<file path="config.mk">
export PLATFORM = sky130hd
export DESIGN_NAME = cct_timer
export DESIGN_NICKNAME = d
export VERILOG_FILES = /design/src/cct_pkg.sv /design/src/cct_timer.sv
export SDC_FILE = /design/constraint.sdc
export NUM_CORES = 1
export LEC_CHECK = 0
export ABC_AREA = 1
export BUFFER_PORTS_ARGS = -buffer_cell sky130_fd_sc_hd__buf_2
export CAP_MARGIN = 15
export CELL_PAD_IN_SITES_DETAIL_PLACEMENT = 0
export CELL_PAD_IN_SITES_GLOBAL_PLACEMENT = 1
export CORE_UTILIZATION = 42
export CTS_CLUSTER_DIAMETER = 200
export DETAILED_ROUTE_END_ITERATION = 10
export GPL_ROUTABILITY_DRIVEN = 0
export GPL_TIMING_DRIVEN = 0
export PLACE_DENSITY_LB_ADDON = 0.3
export SYNTH_ARGS = -nofsm -noshare
export SYNTH_HDL_FRONTEND = slang
export SYNTH_SLANG_ARGS = --single-unit
</file>
<file path="constraint.sdc">
create_clock -name hclk -period 2.44 [get_ports hclk]
set_input_delay 0.366 -clock hclk [delete_from_list [all_inputs] [get_ports hclk]]
set_output_delay 0.366 -clock hclk [all_outputs]
set_load 0.01 [all_outputs]
</file>
<file path="src/cct_pkg.sv">
/*
 * Constants and types for the 16-bit capture/compare timer.
 * Assumes a single 100 MHz bus clock and AHB-Lite register access.
 */
`default_nettype none

package cct_pkg;

   ////////////////////////////////////////////////////////////////////////
   // Register byte offsets
   localparam logic [7:0] OFS_COUNT = 8'h00;
   localparam logic [7:0] OFS_CC0 = 8'h04;
   localparam logic [7:0] OFS_CC1 = 8'h08;
   localparam logic [7:0] OFS_CTLA = 8'h0c;
   localparam logic [7:0] OFS_CTLB = 8'h10;
   localparam logic [7:0] OFS_WAVE = 8'h14;
   localparam logic [7:0] OFS_PORT = 8'h18;

   ////////////////////////////////////////////////////////////////////////
   // control_reg_a fields
   localparam int CA_RUN = 0;
   localparam int CA_SRC = 1;
   localparam int CA_POL = 3;
   localparam int CA_IRQSEL = 5;
   localparam int CA_TRIG = 6;
   // Bits whose rewrite may post an ext interrupt request
   localparam logic [7:0] CA_CFG_MSK = 8'h78;

   // control_reg_b fields
   localparam int CB_FLT = 0;
   localparam int CB_CLR = 2;
   localparam int CB_MODE = 3;
   localparam int CB_LVL0 = 4;
   localparam int CB_LVL1 = 6;

   // waveform_out_ctrl_reg fields
   localparam int WV_EN = 0;
   localparam int WV_INV0 = 6;
   localparam int WV_INV1 = 7;

   ////////////////////////////////////////////////////////////////////////
   // Reset values and counts
   localparam logic [7:0] RST_CTL = 8'h00;
   localparam logic [15:0] RST_CNT = 16'h0000;
   localparam logic [15:0] CNT_MAX = 16'hffff;
   localparam int DIV8 = 8;
   localparam int DIV32 = 32;
   localparam int FLT_SAMPLES = 3;
   localparam int PINS = 6;
   localparam int PINS_INV0 = 3;
   localparam logic FIXED_LVL = 1'b0;

   ////////////////////////////////////////////////////////////////////////
   // Types
   typedef enum logic [1:0] {
      LVL_KEEP = 2'b00,
      LVL_LOW = 2'b01,
      LVL_HIGH = 2'b10,
      LVL_TOG = 2'b11
   } cct_lvl_t;

   typedef struct packed {
      logic ext;
      logic cmp0;
      logic cmp1;
      logic ovf;
   } cct_irq_t;

   typedef struct packed {
      logic [5:0] level;
      logic [5:0] sel;
   } cct_pins_t;

endpackage

`default_nettype wire

</file>
<file path="src/cct_timer.sv">
/*
 * 16-bit capture/compare timer with AHB-Lite register slave.
 * Assumes hclk at 100 MHz; pins and oscillator clocks are asynchronous
 * and are synchronised here; the port direction logic lies outside.
 */
// Decided for this implementation: the register addresses and register access over AHB-Lite.
`default_nettype none

// Behaviour
// One 16-bit counter, input capture or output compare mode.
// Count source: clock, clock/8, clock/32 or fast oscillator.
// Run bit set starts counting, cleared halts it.
// Counter forced to zero while stopped, both modes.
// Capture mode: active edge copies counter into capture register.
// Trigger select picks capture pin or slow oscillator /128.
// Two-bit polarity picks rising, falling or both edges.
// Capture input digitally filtered, sample rate by two-bit field.
// Capture interrupt on active edge, after filter delay.
// Overflow interrupt in both modes.
// Capture mode ignores writes to counter and capture register.
// Compare mode: separate interrupts on compare 0 and 1 match.
// Compare load: at once stopped, overflow free-run, match1 clear mode.
// Reload bit: clear on compare 1 match or free-run.
// Two-bit fields give pin level on compare 0 and 1 matches.
// Six pin enables gate the waveform onto each pin.
// Two invert bits invert the waveform before the pins.
// Enabled pin: waveform if port bit 1, fixed level if 0.
// Compare mode: pin edge interrupts regardless of select bit.
// Counter and compare values read as one coherent word.
// Software changes restricted bits only while stopped; the code takes control register writes while running.
// Rewriting polarity, select or trigger bits may post a request.
// Counter wraps from maximum to zero and keeps counting.
module cct_timer (
   input wire logic hclk,
   input wire logic hresetn,
   input wire logic hsel,
   input wire logic [31:0] haddr,
   input wire logic [1:0] htrans,
   input wire logic hwrite,
   input wire logic [2:0] hsize,
   input wire logic [31:0] hwdata,
   input wire logic hready,
   output logic [31:0] hrdata,
   output logic hreadyout,
   output logic hresp,
   input wire logic capture_input_pin,
   input wire logic slow_osc_div128_clk,
   input wire logic fast_osc_clk,
   output cct_pkg::cct_irq_t irq_o,
   output cct_pkg::cct_pins_t pins_o
);
   import cct_pkg::*;

   ////////////////////////////////////////////////////////////////////////
   // Helpers
   function automatic logic src_tick(input logic [1:0] sel,
                                     input logic [4:0] pre,
                                     input logic fast);
      case (sel)
         2'd0: src_tick = 1'b1;
         2'd1: src_tick = (pre[2:0] == 3'(DIV8 - 1));
         2'd2: src_tick = (pre == 5'(DIV32 - 1));
         default: src_tick = fast;
      endcase
   endfunction

   function automatic logic apply_lvl(input logic [1:0] lvl,
                                      input logic cur);
      case (lvl)
         LVL_LOW: apply_lvl = 1'b0;
         LVL_HIGH: apply_lvl = 1'b1;
         LVL_TOG: apply_lvl = ~cur;
         default: apply_lvl = cur;
      endcase
   endfunction

   ////////////////////////////////////////////////////////////////////////
   // Declarations
   logic [2:0] sync1_r, sync2_r;
   logic fast_d_r, fast_tick;
   logic [4:0] pre_r;
   logic wr_r;
   logic [7:0] adr_r;
   logic [7:0] ca_r, cb_r, wv_r;
   logic [5:0] port_r;
   logic [15:0] cnt_r, cmp0_r, cmp1_r, buf0_r, buf1_r;
   logic flt_r, flt_d_r;
   logic [1:0] agree_r;
   logic wave_r;
   logic run, mode_cmp, clr_en, cnt_tick, samp, trig;
   logic m0, m1, clr_hit, ovf, load, edge_ev, cap_ev, cfg_chg;
   logic wr_ca, wr_cb, wr_wv, wr_pt, wr_c0, wr_c1, ap;

   assign run = ca_r[CA_RUN];
   assign mode_cmp = cb_r[CB_MODE];
   assign clr_en = cb_r[CB_CLR];

   ////////////////////////////////////////////////////////////////////////
   // Pin and oscillator synchronisers
   always_ff @(posedge hclk or negedge hresetn) begin
      if (!hresetn) begin
         sync1_r <= 3'h0;
         sync2_r <= 3'h0;
         fast_d_r <= 1'b0;
      end else begin
         sync1_r <= {fast_osc_clk, slow_osc_div128_clk, capture_input_pin};
         sync2_r <= sync1_r;
         fast_d_r <= sync2_r[2];
      end
   end
   assign fast_tick = sync2_r[2] & ~fast_d_r;

   // Free-running prescaler for the divided sources
   always_ff @(posedge hclk or negedge hresetn) begin
      if (!hresetn) begin
         pre_r <= 5'h00;
      end else begin
         pre_r <= pre_r + 5'h01;
      end
   end

   ////////////////////////////////////////////////////////////////////////
   // AHB-Lite slave: zero wait states, always OKAY
   assign hreadyout = 1'b1;
   assign hresp = 1'b0;
   assign ap = hsel & hready & htrans[1];

   always_ff @(posedge hclk or negedge hresetn) begin
      if (!hresetn) begin
         wr_r <= 1'b0;
         adr_r <= 8'h00;
      end else begin
         wr_r <= ap & hwrite;
         adr_r <= haddr[7:0];
      end
   end

   // Whole-word read sampled in one edge keeps 16-bit values coherent
   always_ff @(posedge hclk or negedge hresetn) begin
      if (!hresetn) begin
         hrdata <= 32'h0;
      end else if (ap && !hwrite) begin
         case (haddr[7:0])
            OFS_COUNT: hrdata <= {16'h0, cnt_r};
            OFS_CC0: hrdata <= {16'h0, cmp0_r};
            OFS_CC1: hrdata <= {16'h0, cmp1_r};
            OFS_CTLA: hrdata <= {24'h0, ca_r};
            OFS_CTLB: hrdata <= {24'h0, cb_r};
            OFS_WAVE: hrdata <= {24'h0, wv_r};
            OFS_PORT: hrdata <= {26'h0, port_r};
            default: hrdata <= 32'h0;
         endcase
      end
   end

   assign wr_ca = wr_r && (adr_r == OFS_CTLA);
   assign wr_cb = wr_r && (adr_r == OFS_CTLB);
   assign wr_wv = wr_r && (adr_r == OFS_WAVE);
   assign wr_pt = wr_r && (adr_r == OFS_PORT);
   assign wr_c0 = wr_r && (adr_r == OFS_CC0);
   assign wr_c1 = wr_r && (adr_r == OFS_CC1);

   // Control registers
   always_ff @(posedge hclk or negedge hresetn) begin
      if (!hresetn) begin
         ca_r <= RST_CTL;
         cb_r <= RST_CTL;
         wv_r <= RST_CTL;
         port_r <= 6'h00;
      end else begin
         if (wr_ca) begin
            ca_r <= hwdata[7:0];
         end
         if (wr_cb) begin
            cb_r <= hwdata[7:0];
         end
         if (wr_wv) begin
            wv_r <= hwdata[7:0];
         end
         if (wr_pt) begin
            port_r <= hwdata[5:0];
         end
      end
   end

   // A write that changes edge, select or trigger bits posts a request
   assign cfg_chg = wr_ca &&
                    (((hwdata[7:0] ^ ca_r) & CA_CFG_MSK) != 8'h00);

   ////////////////////////////////////////////////////////////////////////
   // Capture trigger path
   assign trig = (ca_r[CA_TRIG] && !mode_cmp) ? sync2_r[1]
                                              : sync2_r[0];
   assign samp = src_tick(cb_r[CB_FLT +: 2] - 2'd1, pre_r, 1'b0);

   // Filter field 0 passes trig straight through; otherwise level changes only after FLT_SAMPLES differing samples
   always_ff @(posedge hclk or negedge hresetn) begin
      if (!hresetn) begin
         flt_r <= 1'b0;
         agree_r <= 2'h0;
      end else if (cb_r[CB_FLT +: 2] == 2'd0) begin
         flt_r <= trig;
         agree_r <= 2'h0;
      end else if (samp) begin
         if (trig == flt_r) begin
            agree_r <= 2'h0;
         end else if (agree_r == 2'(FLT_SAMPLES - 1)) begin
            flt_r <= trig;
            agree_r <= 2'h0;
         end else begin
            agree_r <= agree_r + 2'h1;
         end
      end
   end

   always_ff @(posedge hclk or negedge hresetn) begin
      if (!hresetn) begin
         flt_d_r <= 1'b0;
      end else begin
         flt_d_r <= flt_r;
      end
   end

   // 00 rising, 01 falling, 1x both
   always_comb begin
      case (ca_r[CA_POL +: 2])
         2'b00: edge_ev = flt_r & ~flt_d_r;
         2'b01: edge_ev = ~flt_r & flt_d_r;
         default: edge_ev = flt_r ^ flt_d_r;
      endcase
   end
   assign cap_ev = edge_ev & ~mode_cmp;

   ////////////////////////////////////////////////////////////////////////
   // Counter
   assign cnt_tick = run & src_tick(ca_r[CA_SRC +: 2], pre_r,
                                    fast_tick);
   assign m0 = mode_cmp & cnt_tick & (cnt_r == cmp0_r);
   assign m1 = mode_cmp & cnt_tick & (cnt_r == cmp1_r);
   assign clr_hit = m1 & clr_en;
   assign ovf = cnt_tick & (cnt_r == CNT_MAX) & ~clr_hit;
   assign load = run & (clr_en ? m1 : ovf);

   // Software writes to the count never land
   always_ff @(posedge hclk or negedge hresetn) begin
      if (!hresetn) begin
         cnt_r <= RST_CNT;
      end else if (!run) begin
         cnt_r <= RST_CNT;
      end else if (clr_hit) begin
         cnt_r <= RST_CNT;
      end else if (cnt_tick) begin
         cnt_r <= cnt_r + 16'h0001;
      end
   end

   ////////////////////////////////////////////////////////////////////////
   // Capture / compare registers
   always_ff @(posedge hclk or negedge hresetn) begin
      if (!hresetn) begin
         buf0_r <= RST_CNT;
         buf1_r <= RST_CNT;
      end else begin
         if (wr_c0 && mode_cmp) begin
            buf0_r <= hwdata[15:0];
         end
         if (wr_c1 && mode_cmp) begin
            buf1_r <= hwdata[15:0];
         end
      end
   end

   always_ff @(posedge hclk or negedge hresetn) begin
      if (!hresetn) begin
         cmp0_r <= RST_CNT;
      end else if (cap_ev) begin
         cmp0_r <= cnt_r;
      end else if (mode_cmp) begin
         if (wr_c0 && !run) begin
            cmp0_r <= hwdata[15:0];
         end else if (load) begin
            cmp0_r <= buf0_r;
         end
      end
   end

   always_ff @(posedge hclk or negedge hresetn) begin
      if (!hresetn) begin
         cmp1_r <= RST_CNT;
      end else if (mode_cmp) begin
         if (wr_c1 && !run) begin
            cmp1_r <= hwdata[15:0];
         end else if (load) begin
            cmp1_r <= buf1_r;
         end
      end
   end

   ////////////////////////////////////////////////////////////////////////
   // Interrupt request pulses
   always_ff @(posedge hclk or negedge hresetn) begin
      if (!hresetn) begin
         irq_o <= '0;
      end else begin
         irq_o.ext <= (edge_ev & (mode_cmp | ~ca_r[CA_IRQSEL])) |
                      cfg_chg;
         irq_o.cmp0 <= m0;
         irq_o.cmp1 <= m1;
         irq_o.ovf <= ovf;
      end
   end

   ////////////////////////////////////////////////////////////////////////
   // Waveform generation and pin output
   always_ff @(posedge hclk or negedge hresetn) begin
      if (!hresetn) begin
         wave_r <= 1'b0;
      end else if (!mode_cmp) begin
         wave_r <= 1'b0;
      end else if (m0 || m1) begin
         wave_r <= apply_lvl(m1 ? cb_r[CB_LVL1 +: 2] : 2'b00,
                   apply_lvl(m0 ? cb_r[CB_LVL0 +: 2] : 2'b00,
                             wave_r));
      end
   end

   always_ff @(posedge hclk or negedge hresetn) begin
      if (!hresetn) begin
         pins_o <= '0;
      end else begin
         for (int i = 0; i < PINS; i++) begin
            pins_o.sel[i] <= mode_cmp & wv_r[WV_EN + i];
            if (!(mode_cmp && wv_r[WV_EN + i])) begin
               pins_o.level[i] <= FIXED_LVL;
            end else if (port_r[i]) begin
               pins_o.level[i] <= wave_r ^
                  (i < PINS_INV0 ? wv_r[WV_INV0] : wv_r[WV_INV1]);
            end else begin
               pins_o.level[i] <= FIXED_LVL;
            end
         end
      end
   end

   ////////////////////////////////////////////////////////////////////////
   // Assertions
   stop_zero_a: assert property (@(posedge hclk) disable iff (!hresetn)
      !run |=> cnt_r == 16'h0000)
      else $error("counter not zero while stopped");

   count_inc_a: assert property (@(posedge hclk) disable iff (!hresetn)
      (cnt_tick && !clr_hit) |=> cnt_r == $past(cnt_r) + 16'h0001)
      else $error("counter did not advance on tick");

   wrap_ovf_a: assert property (@(posedge hclk) disable iff (!hresetn)
      (run && cnt_tick && cnt_r == 16'hffff && !clr_hit)
      |=> (cnt_r == 16'h0000) && irq_o.ovf)
      else $error("wrap or overflow request missing");

   capture_val_a: assert property (@(posedge hclk) disable iff (!hresetn)
      cap_ev |=> cmp0_r == $past(cnt_r))
      else $error("capture register not loaded");

   capture_ro_a: assert property (@(posedge hclk) disable iff (!hresetn)
      (!mode_cmp && !cap_ev && wr_c0 && !wr_cb) |=> $stable(cmp0_r))
      else $error("capture register took a write");

   cmp_irq_a: assert property (@(posedge hclk) disable iff (!hresetn)
      (mode_cmp && cnt_tick && cnt_r == cmp0_r) |=> irq_o.cmp0)
      else $error("compare 0 request missing");

   clr_match_a: assert property (@(posedge hclk) disable iff (!hresetn)
      (run && mode_cmp && clr_en && cnt_tick && cnt_r == cmp1_r)
      |=> cnt_r == 16'h0000)
      else $error("counter not cleared on compare 1");

   imm_load_a: assert property (@(posedge hclk) disable iff (!hresetn)
      (mode_cmp && !run && wr_c1 && !wr_cb)
      |=> cmp1_r == $past(hwdata[15:0]))
      else $error("stopped compare write not immediate");

   pin_fixed_a: assert property (@(posedge hclk) disable iff (!hresetn)
      !port_r[0] |=> !pins_o.level[0])
      else $error("pin 0 not at fixed level");

   ext_cmp_a: assert property (@(posedge hclk) disable iff (!hresetn)
      (mode_cmp && edge_ev) |=> irq_o.ext)
      else $error("pin edge request missing in compare mode");

endmodule

`default_nettype wire

</file>
==> metrics.txt, run 1 <==
main combinational cell family by area after synthesis=simple AND/OR/NAND/NOR gates; Root Driver=clkbuf_16; die area=21400 um^2; crit-path max FO=6; Setup Viol. Count Final=0; data arrival time of the worst path=around 2.6 ns; Synth Area in Compound Gates=just under 10%; Clock Tree Buf Depth=2; worst-margin pin slew=a little under 0.8 ns; HPWL Detailed=between 15000 and 20000 um; synthesized netlist cell count=~1100; Post-Synth Simple-Gate Area=around 28%; peak supply drop=about 0.45 mV; Total GRT Usage=between 20 and 25%; first-iteration detailed-routing DRC count=480; DRT antenna net count=0; first-pass iteration count of the detailed router=5; total gr overflow=0; met2 routed WL=between 10000 and 15000 um; CP required=about 2.8 ns; Via Count=7386; Slowest Stage Delay on Critical Path=around 0.37 ns; n_diodes=0; # port buffers=64; number of buffers created by CTS=17; share of layout cells above drive strength 1=approximately 17%; Starting Density=approximately 43%; Post-Syn Area=a little under 9000 um^2; Most common cell on crit path=nand2_1; Worst-path clk slew=roughly 0.07 ns; post-placement cell area=roughly 9500 um^2; clock latency on the worst-skew pair=0.44 ns; H-tree depth=4; CTS tree=built; Final Max Slew Viols=0; Pwr per Cell Area=around 630 nW/um^2; Routed WL=about 24000 um; LEAKAGE=5.45 nW; Worst slew margin=~47%; setup tns final=0 ns; vias in the first global route=6673; crit path cell chain=ha_2 -> nand2_1 -> nor2_2 -> ha_2 -> inv_1 -> nand2_1 -> nand3_4 -> nand2_4 -> nand2_1 -> nor2_1 -> nand3_2 -> buf_4 -> nand3_2 -> nand3_2 -> nand2_1 -> inv_1; initial antenna violation count=0; FMAX=roughly 0.43 GHz; Routed WL per cell=between 15 and 20 um; Die Y=about 150 um; wire length on met3=about 1100 um; pin count of the biggest net entering global routing=98; startpoint types=flip-flop; post-synthesis xor/xnor area fraction=under 10%; final hold vios=0; Nets=roughly 1300; status=completed; mux contribution to synthesized area=less than 1%; Top Layer Used=met4; M1 wire length=~12000 um; worst min path class=in2reg; chip width=between 100 and 150 um; crit path max-delay cell type=dfrtp_1; clock skew=roughly 0.012 ns; #FFs+latches synth=around 170; crit path time final=around 2.3 ns; Core Region=20400 um^2; crit path kind=reg2reg; CP Capture Type=flip-flop; vias per cell=about 5; syn avg cell area=a little under 8 um^2; RSZ-0062 raised after global routing=true; io pins=around 130; sequential-to-total area share from yosys stat=between 40% and 50%; TritonCTS Sinks=approximately 170; YS warnings=0; Final Cycle Share=roughly 95%; synthesis-to-finish area growth=17.6%; Rows=52; Max Cap Violations=0; cell area after layout=10300 um^2; first-pass GRT wire length=between 30000 and 40000 um; Synth Area in Adders=less than 1%; # DRC=0; post-synthesis cell type count=46
layout by cell type, fill, tap and decap left out, drive strengths merged, types with 2 or more instances in the layout:
master	synthesis	layout
clkbuf	18	38
ha	6	6
xor2	22	22
nor3	31	31
o22ai	9	9
clkinv	1	5
bufinv	0	2
o21ai	141	141
inv	136	142
o211ai	2	2
nor2	61	61
nand4	14	14
nand2	351	351
nand3	84	85
buf	45	120
conb	2	18
xnor2	4	4
or2	5	5
a21oi	14	14
dfrtp	168	168
where the power goes:
group          internal (mW)  total [mW]  switching (mW)
logic                  0.232       0.664           0.432
clock network           1.60        2.83            1.23
registers               2.89        2.95          0.0596
total                   4.72        6.44            1.72
kinds of logic (layout without fill, tap and decap cells):
| group | after synthesis | in the layout |
|---|---|---|
| AOI/OAI and AO/OA | 168 | 168 |
| xor gates and xnor gates | 26 | 26 |
| and+or+nand+nor | 550 | 551 |
| buffers and inverters | 200 | 308 |
| adders and majority gates | 6 | 6 |
| DFF | 168 | 168 |
| muxes | 2 | 2 |
| other | 2 | 18 |
area by class of cell:
cell class	count	area (um^2)
Inverter	137	514
Clock inverter	12	155
Clock buffer	20	457
Fill cell	2018	10100
Buffer	62	378
Sequential cell	168	4200
Tap cell	270	338
Timing Repair Buffer	77	467
Multi-Input combinational cell	771	3790
path summary, 6_finish.rpt:
path | start | end | slack (ns) | depth (start not counted)
max | pre_r[0] | cmp1_r[5] | 0.13 | 16
min | fast_osc_clk | sync1_r[2] | 0.03 | 1
max reg2reg | pre_r[0] | cmp1_r[5] | 0.13 | 16
min reg2reg | sync1_r[2] | sync2_r[2] | 0.35 | 0
max in group asynchronous | hresetn | buf1_r[14] | 1.06 | 3
min in group asynchronous | hresetn | hrdata[7] | 0.50 | 2
repair_timing:
action                                 in CTS  in global routing
gates cloned                                0                  2
pin swaps                                   0                  9
endpoints found under the hold margin      71                  0
hold buffers                                1                  0
setup endpoints to repair                  28                 37
setup buffers                               0                 10
resized for setup                           3                 13
layer usage:
metal	track usage, %	vias to the layer above
met5	0	-
met4	7.19	0
met3	3.13	22
met2	33.9	160
met1	35.0	3451
li1	-	3753
metrics by stage:
stage	utilization, %	hold slack (ns)	setup slack (ns)	total power, mW	std cells
floorplan	-	0.0704	0.448	3.42	1138
global placement	46.5	0.334	-1.72	3.65	1472
detailed placement	46.7	0.335	-0.138	3.66	1473
CTS	49.8	0.0187	0.0523	6.48	1506
global route	50.6	0.0197	-0.0514	6.70	1517
finish	50.6	0.0260	0.130	6.44	1517
worst max-delay path: cells and delay by family (launching register included):
family                     cells  cell delay (ns)
and+or+nand+nor               11             1.21
adders and majority gates      2             0.35
buffers and inverters          3             0.26
DFF                            1             0.37
sequential cells by signal (all words and copies together) (netlist names), 2 cells and up:
name     flops
adr_r        8
agree_r      2
buf0_r      16
buf1_r      16
ca_r         8
cb_r         8
cmp0_r      16
cmp1_r      16
cnt_r       16
hrdata      16
irq_o        4
pins_o      12
port_r       6
pre_r        5
sync1_r      3
sync2_r      3
wv_r         8
Yosys cell counts (all sizes together):
library cell / count / share of area, %
and2: 1 / 0.071
xnor2: 4 / 0.40
dfrtp: 168 / 48
clkinv: 1 / 0.043
nand3b: 1 / 0.086
or2: 5 / 0.39
nor2: 61 / 2.9
conb: 2 / 0.086
clkbuf: 18 / 0.81
buf: 45 / 3.6
nor3b: 1 / 0.086
inv: 136 / 5.8
mux2i: 1 / 0.11
o211ai: 2 / 0.17
o21a: 1 / 0.086
nor4: 1 / 0.071
nor3: 31 / 2.5
xor2: 22 / 2.2
ha: 6 / 0.86
nand4: 14 / 1.2
a31oi: 1 / 0.071
o22ai: 9 / 0.64
mux2: 1 / 0.13
a21oi: 14 / 0.89
nand2: 351 / 15
nand3: 84 / 5.4
o21ai: 141 / 8.1
(Power assumes the default switching activity.)
==> inputs of run 2 (changes only) <==
- CTS_CLUSTER_DIAMETER: 200 -> 100
- clock period: 2.44 -> 2.5 ns (I/O delays scaled with it)
==> run 2 against run 1 <==
Effect of this change: first-iteration DRC count increased by 0.63%; clock power decreased by 2%; critical path type unchanged; wire length decreased by 1.0%; cell count decreased by 0.40%.
==> metrics.txt, run 2 (synthesis results as in run 1) <==
commonest non-fill, non-tap cell in the layout=nand2_1; data arrival time of the worst path=2.61 ns (-0.03 ns); FMAX=0.439 GHz (+1.3%); Clock Tree Buf Depth=2 (unchanged); CP required=2.83 ns (+0.06 ns); final hold vios=0 (unchanged); Final Cycle Share=91.2% (-3.5 points); peak supply drop=0.449 mV (-0.40%); worst min path class=in2reg; first-pass iteration count of the detailed router=5 (unchanged); Core Region=20400 um^2 (unchanged); Nets=1311 (-0.46%); crit path time final=2.28 ns (-0.0299 ns); share of layout cells above drive strength 1=15.8% (-0.89 points); io pins=127 (unchanged); Switching Fraction=26.7% (+0.066 points); crit path cell chain=ha_1 -> nand2_1 -> nor2_1 -> ha_1 -> inv_1 -> nand2_1 -> nand3_4 -> nand2_4 -> nand2_1 -> nor2_1 -> nand3_2 -> nand3_4 -> buf_6 -> nand3_1 -> nand2_1 -> inv_1; Routed WL per cell=15.5 um (-0.61%); worst-margin pin slew=0.787 ns (-0.00685 ns); # DRC=0 (unchanged); DRT antenna net count=0 (unchanged); Slowest Stage Delay on Critical Path=0.37 ns (about the same); # port buffers=64 (unchanged); Clk pwr share=43.9% (about the same); synthesis-to-finish area growth=16.5%; Via Count=7315 (-0.96%); Seq pwr share=45.8% (about the same); Comb power frac=10.3% (about the same); crit path kind=reg2reg; commonest cells after routing, fill and taps aside=341 x nand2_1, 168 x dfrtp_1, 125 x inv_1; Rows=52 (unchanged); Starting Density=43.0% (unchanged); CTS tree=built; post-placement cell area=9520 um^2 (unchanged); crit-path max FO=10 (+4); Final Max Slew Viols=0 (unchanged); n_diodes=0 (unchanged); initial antenna violation count=0 (unchanged); Worst-path clk slew=0.07 ns (about the same); LEAKAGE=5.40 nW (-0.79%); Max Cap Violations=0 (unchanged); startpoint types=flip-flop; Pwr per Cell Area=616 nW/um^2 (-1.4%); Setup Viol. Count Final=0 (unchanged); Worst slew margin=47.3% (+0.46 points); vias per cell=4.84 (-0.57%); HPWL Detailed=18100 um (unchanged); clock skew=0.0107 ns (-0.00114 ns); status=completed; Root Driver=clkbuf_16; Total GRT Usage=23.0% (unchanged); number of buffers created by CTS=17 (unchanged); chip width=146 um (unchanged); cell area after layout=10200 um^2 (-0.96%); setup tns final=0 ns (unchanged); cell-internal power=4.61 mW (-2.4%); Most common cell on crit path=nand2_1; vias in the first global route=6673 (unchanged); crit path max-delay cell type=dfrtp_1; Die Y=146 um (unchanged); first-pass GRT wire length=37600 um (unchanged); clock latency on the worst-skew pair=0.44 ns (about the same); Net Switching=1.68 mW (-2.1%); total gr overflow=0 (unchanged); die area=21400 um^2 (unchanged); Routed WL=23500 um (-1.0%); TritonCTS Sinks=168 (unchanged); pin count of the biggest net entering global routing=98 (unchanged); H-tree depth=4 (unchanged); CP Capture Type=flip-flop; first-iteration detailed-routing DRC count=483 (+0.63%)
[run 2: changes by cell type in the layout (fill, tap and decap cells not counted), moves of 2 or more]
| cell | before | now |
|---|---|---|
| nand3_2 | 7 | 3 |
| buf_4 | 33 | 29 |
| ha_2 | 2 | 0 |
| ha_1 | 4 | 6 |
| nand3_1 | 74 | 77 |
[run 2: worst paths after layout]
path	start	endpoint	cells after the start	slack (ns)
max	pre_r[0]	cmp1_r[11]	16	0.22
min	fast_osc_clk	sync1_r[2]	1	0.03
max reg2reg	pre_r[0]	cmp1_r[11]	16	0.22
min reg2reg	sync1_r[2]	sync2_r[2]	0	0.35
max in group asynchronous	hresetn	buf1_r[14]	3	1.12
min in group asynchronous	hresetn	hrdata[7]	2	0.51
[run 2: power by group through the flow]
stage	Clock (mW)	Sequential, mW	Combinational, mW
global route	2.90	2.89	0.740
floorplan	0	2.92	0.418
detailed placement	0	2.93	0.646
global placement	0	2.93	0.632
finish	2.76	2.88	0.648
CTS	2.80	2.88	0.650
[run 2: layout make-up]
type / count / area, um^2
tap: 270 / 338
clock inverter: 12 / 155
multi-input combinational: 770 / 3740
sequential: 168 / 4200
timing repair buffer: 71 / 405
inverter: 137 / 514
fill: 2021 / 10200
clock buffer: 20 / 457
buffer: 63 / 389
[run 2: timing repair]
item / 4_1_cts / 5_1_grt
hold endpoints to repair: 71 / 0
setup buffers: 0 / 5
pin swaps: 0 / 2
endpoints found under the setup margin: 22 / 40
hold buffers: 1 / 0
resized for setup: 2 / 4
[run 2: layer usage]
metal	share of wire, %	GRT usage (%)	routed length [um]	up-vias
li1	-	-	-	3742
met1	49	35.0	11600	3374
met2	44	33.9	10300	174
met3	5.2	3.13	1210	25
met4	1.7	7.19	392	0
met5	0	0	0	-
[run 2: through the flow]
stage / setup slack [ns] / cells / total power, mW / hold slack, ns / util [%]
4_1_cts: 0.00329 / 1506 / 6.33 / 0.0277 / 49.8
6_report: 0.220 / 1511 / 6.29 / 0.0331 / 50.1
3_3_place_gp: -1.67 / 1472 / 3.56 / 0.334 / 46.5
5_1_grt: -0.0264 / 1511 / 6.53 / 0.0287 / 50.1
2_1_floorplan: 0.508 / 1138 / 3.34 / 0.0794 / -
3_5_place_dp: -0.0780 / 1473 / 3.58 / 0.335 / 46.7
[run 2: worst max-delay path, delay by kind of cell (launching register included)]
family | cells | cell delay (ns)
simple gates | 11 | 1.22
flops | 1 | 0.37
fa+ha+maj | 2 | 0.34
buf+inv | 3 | 0.24
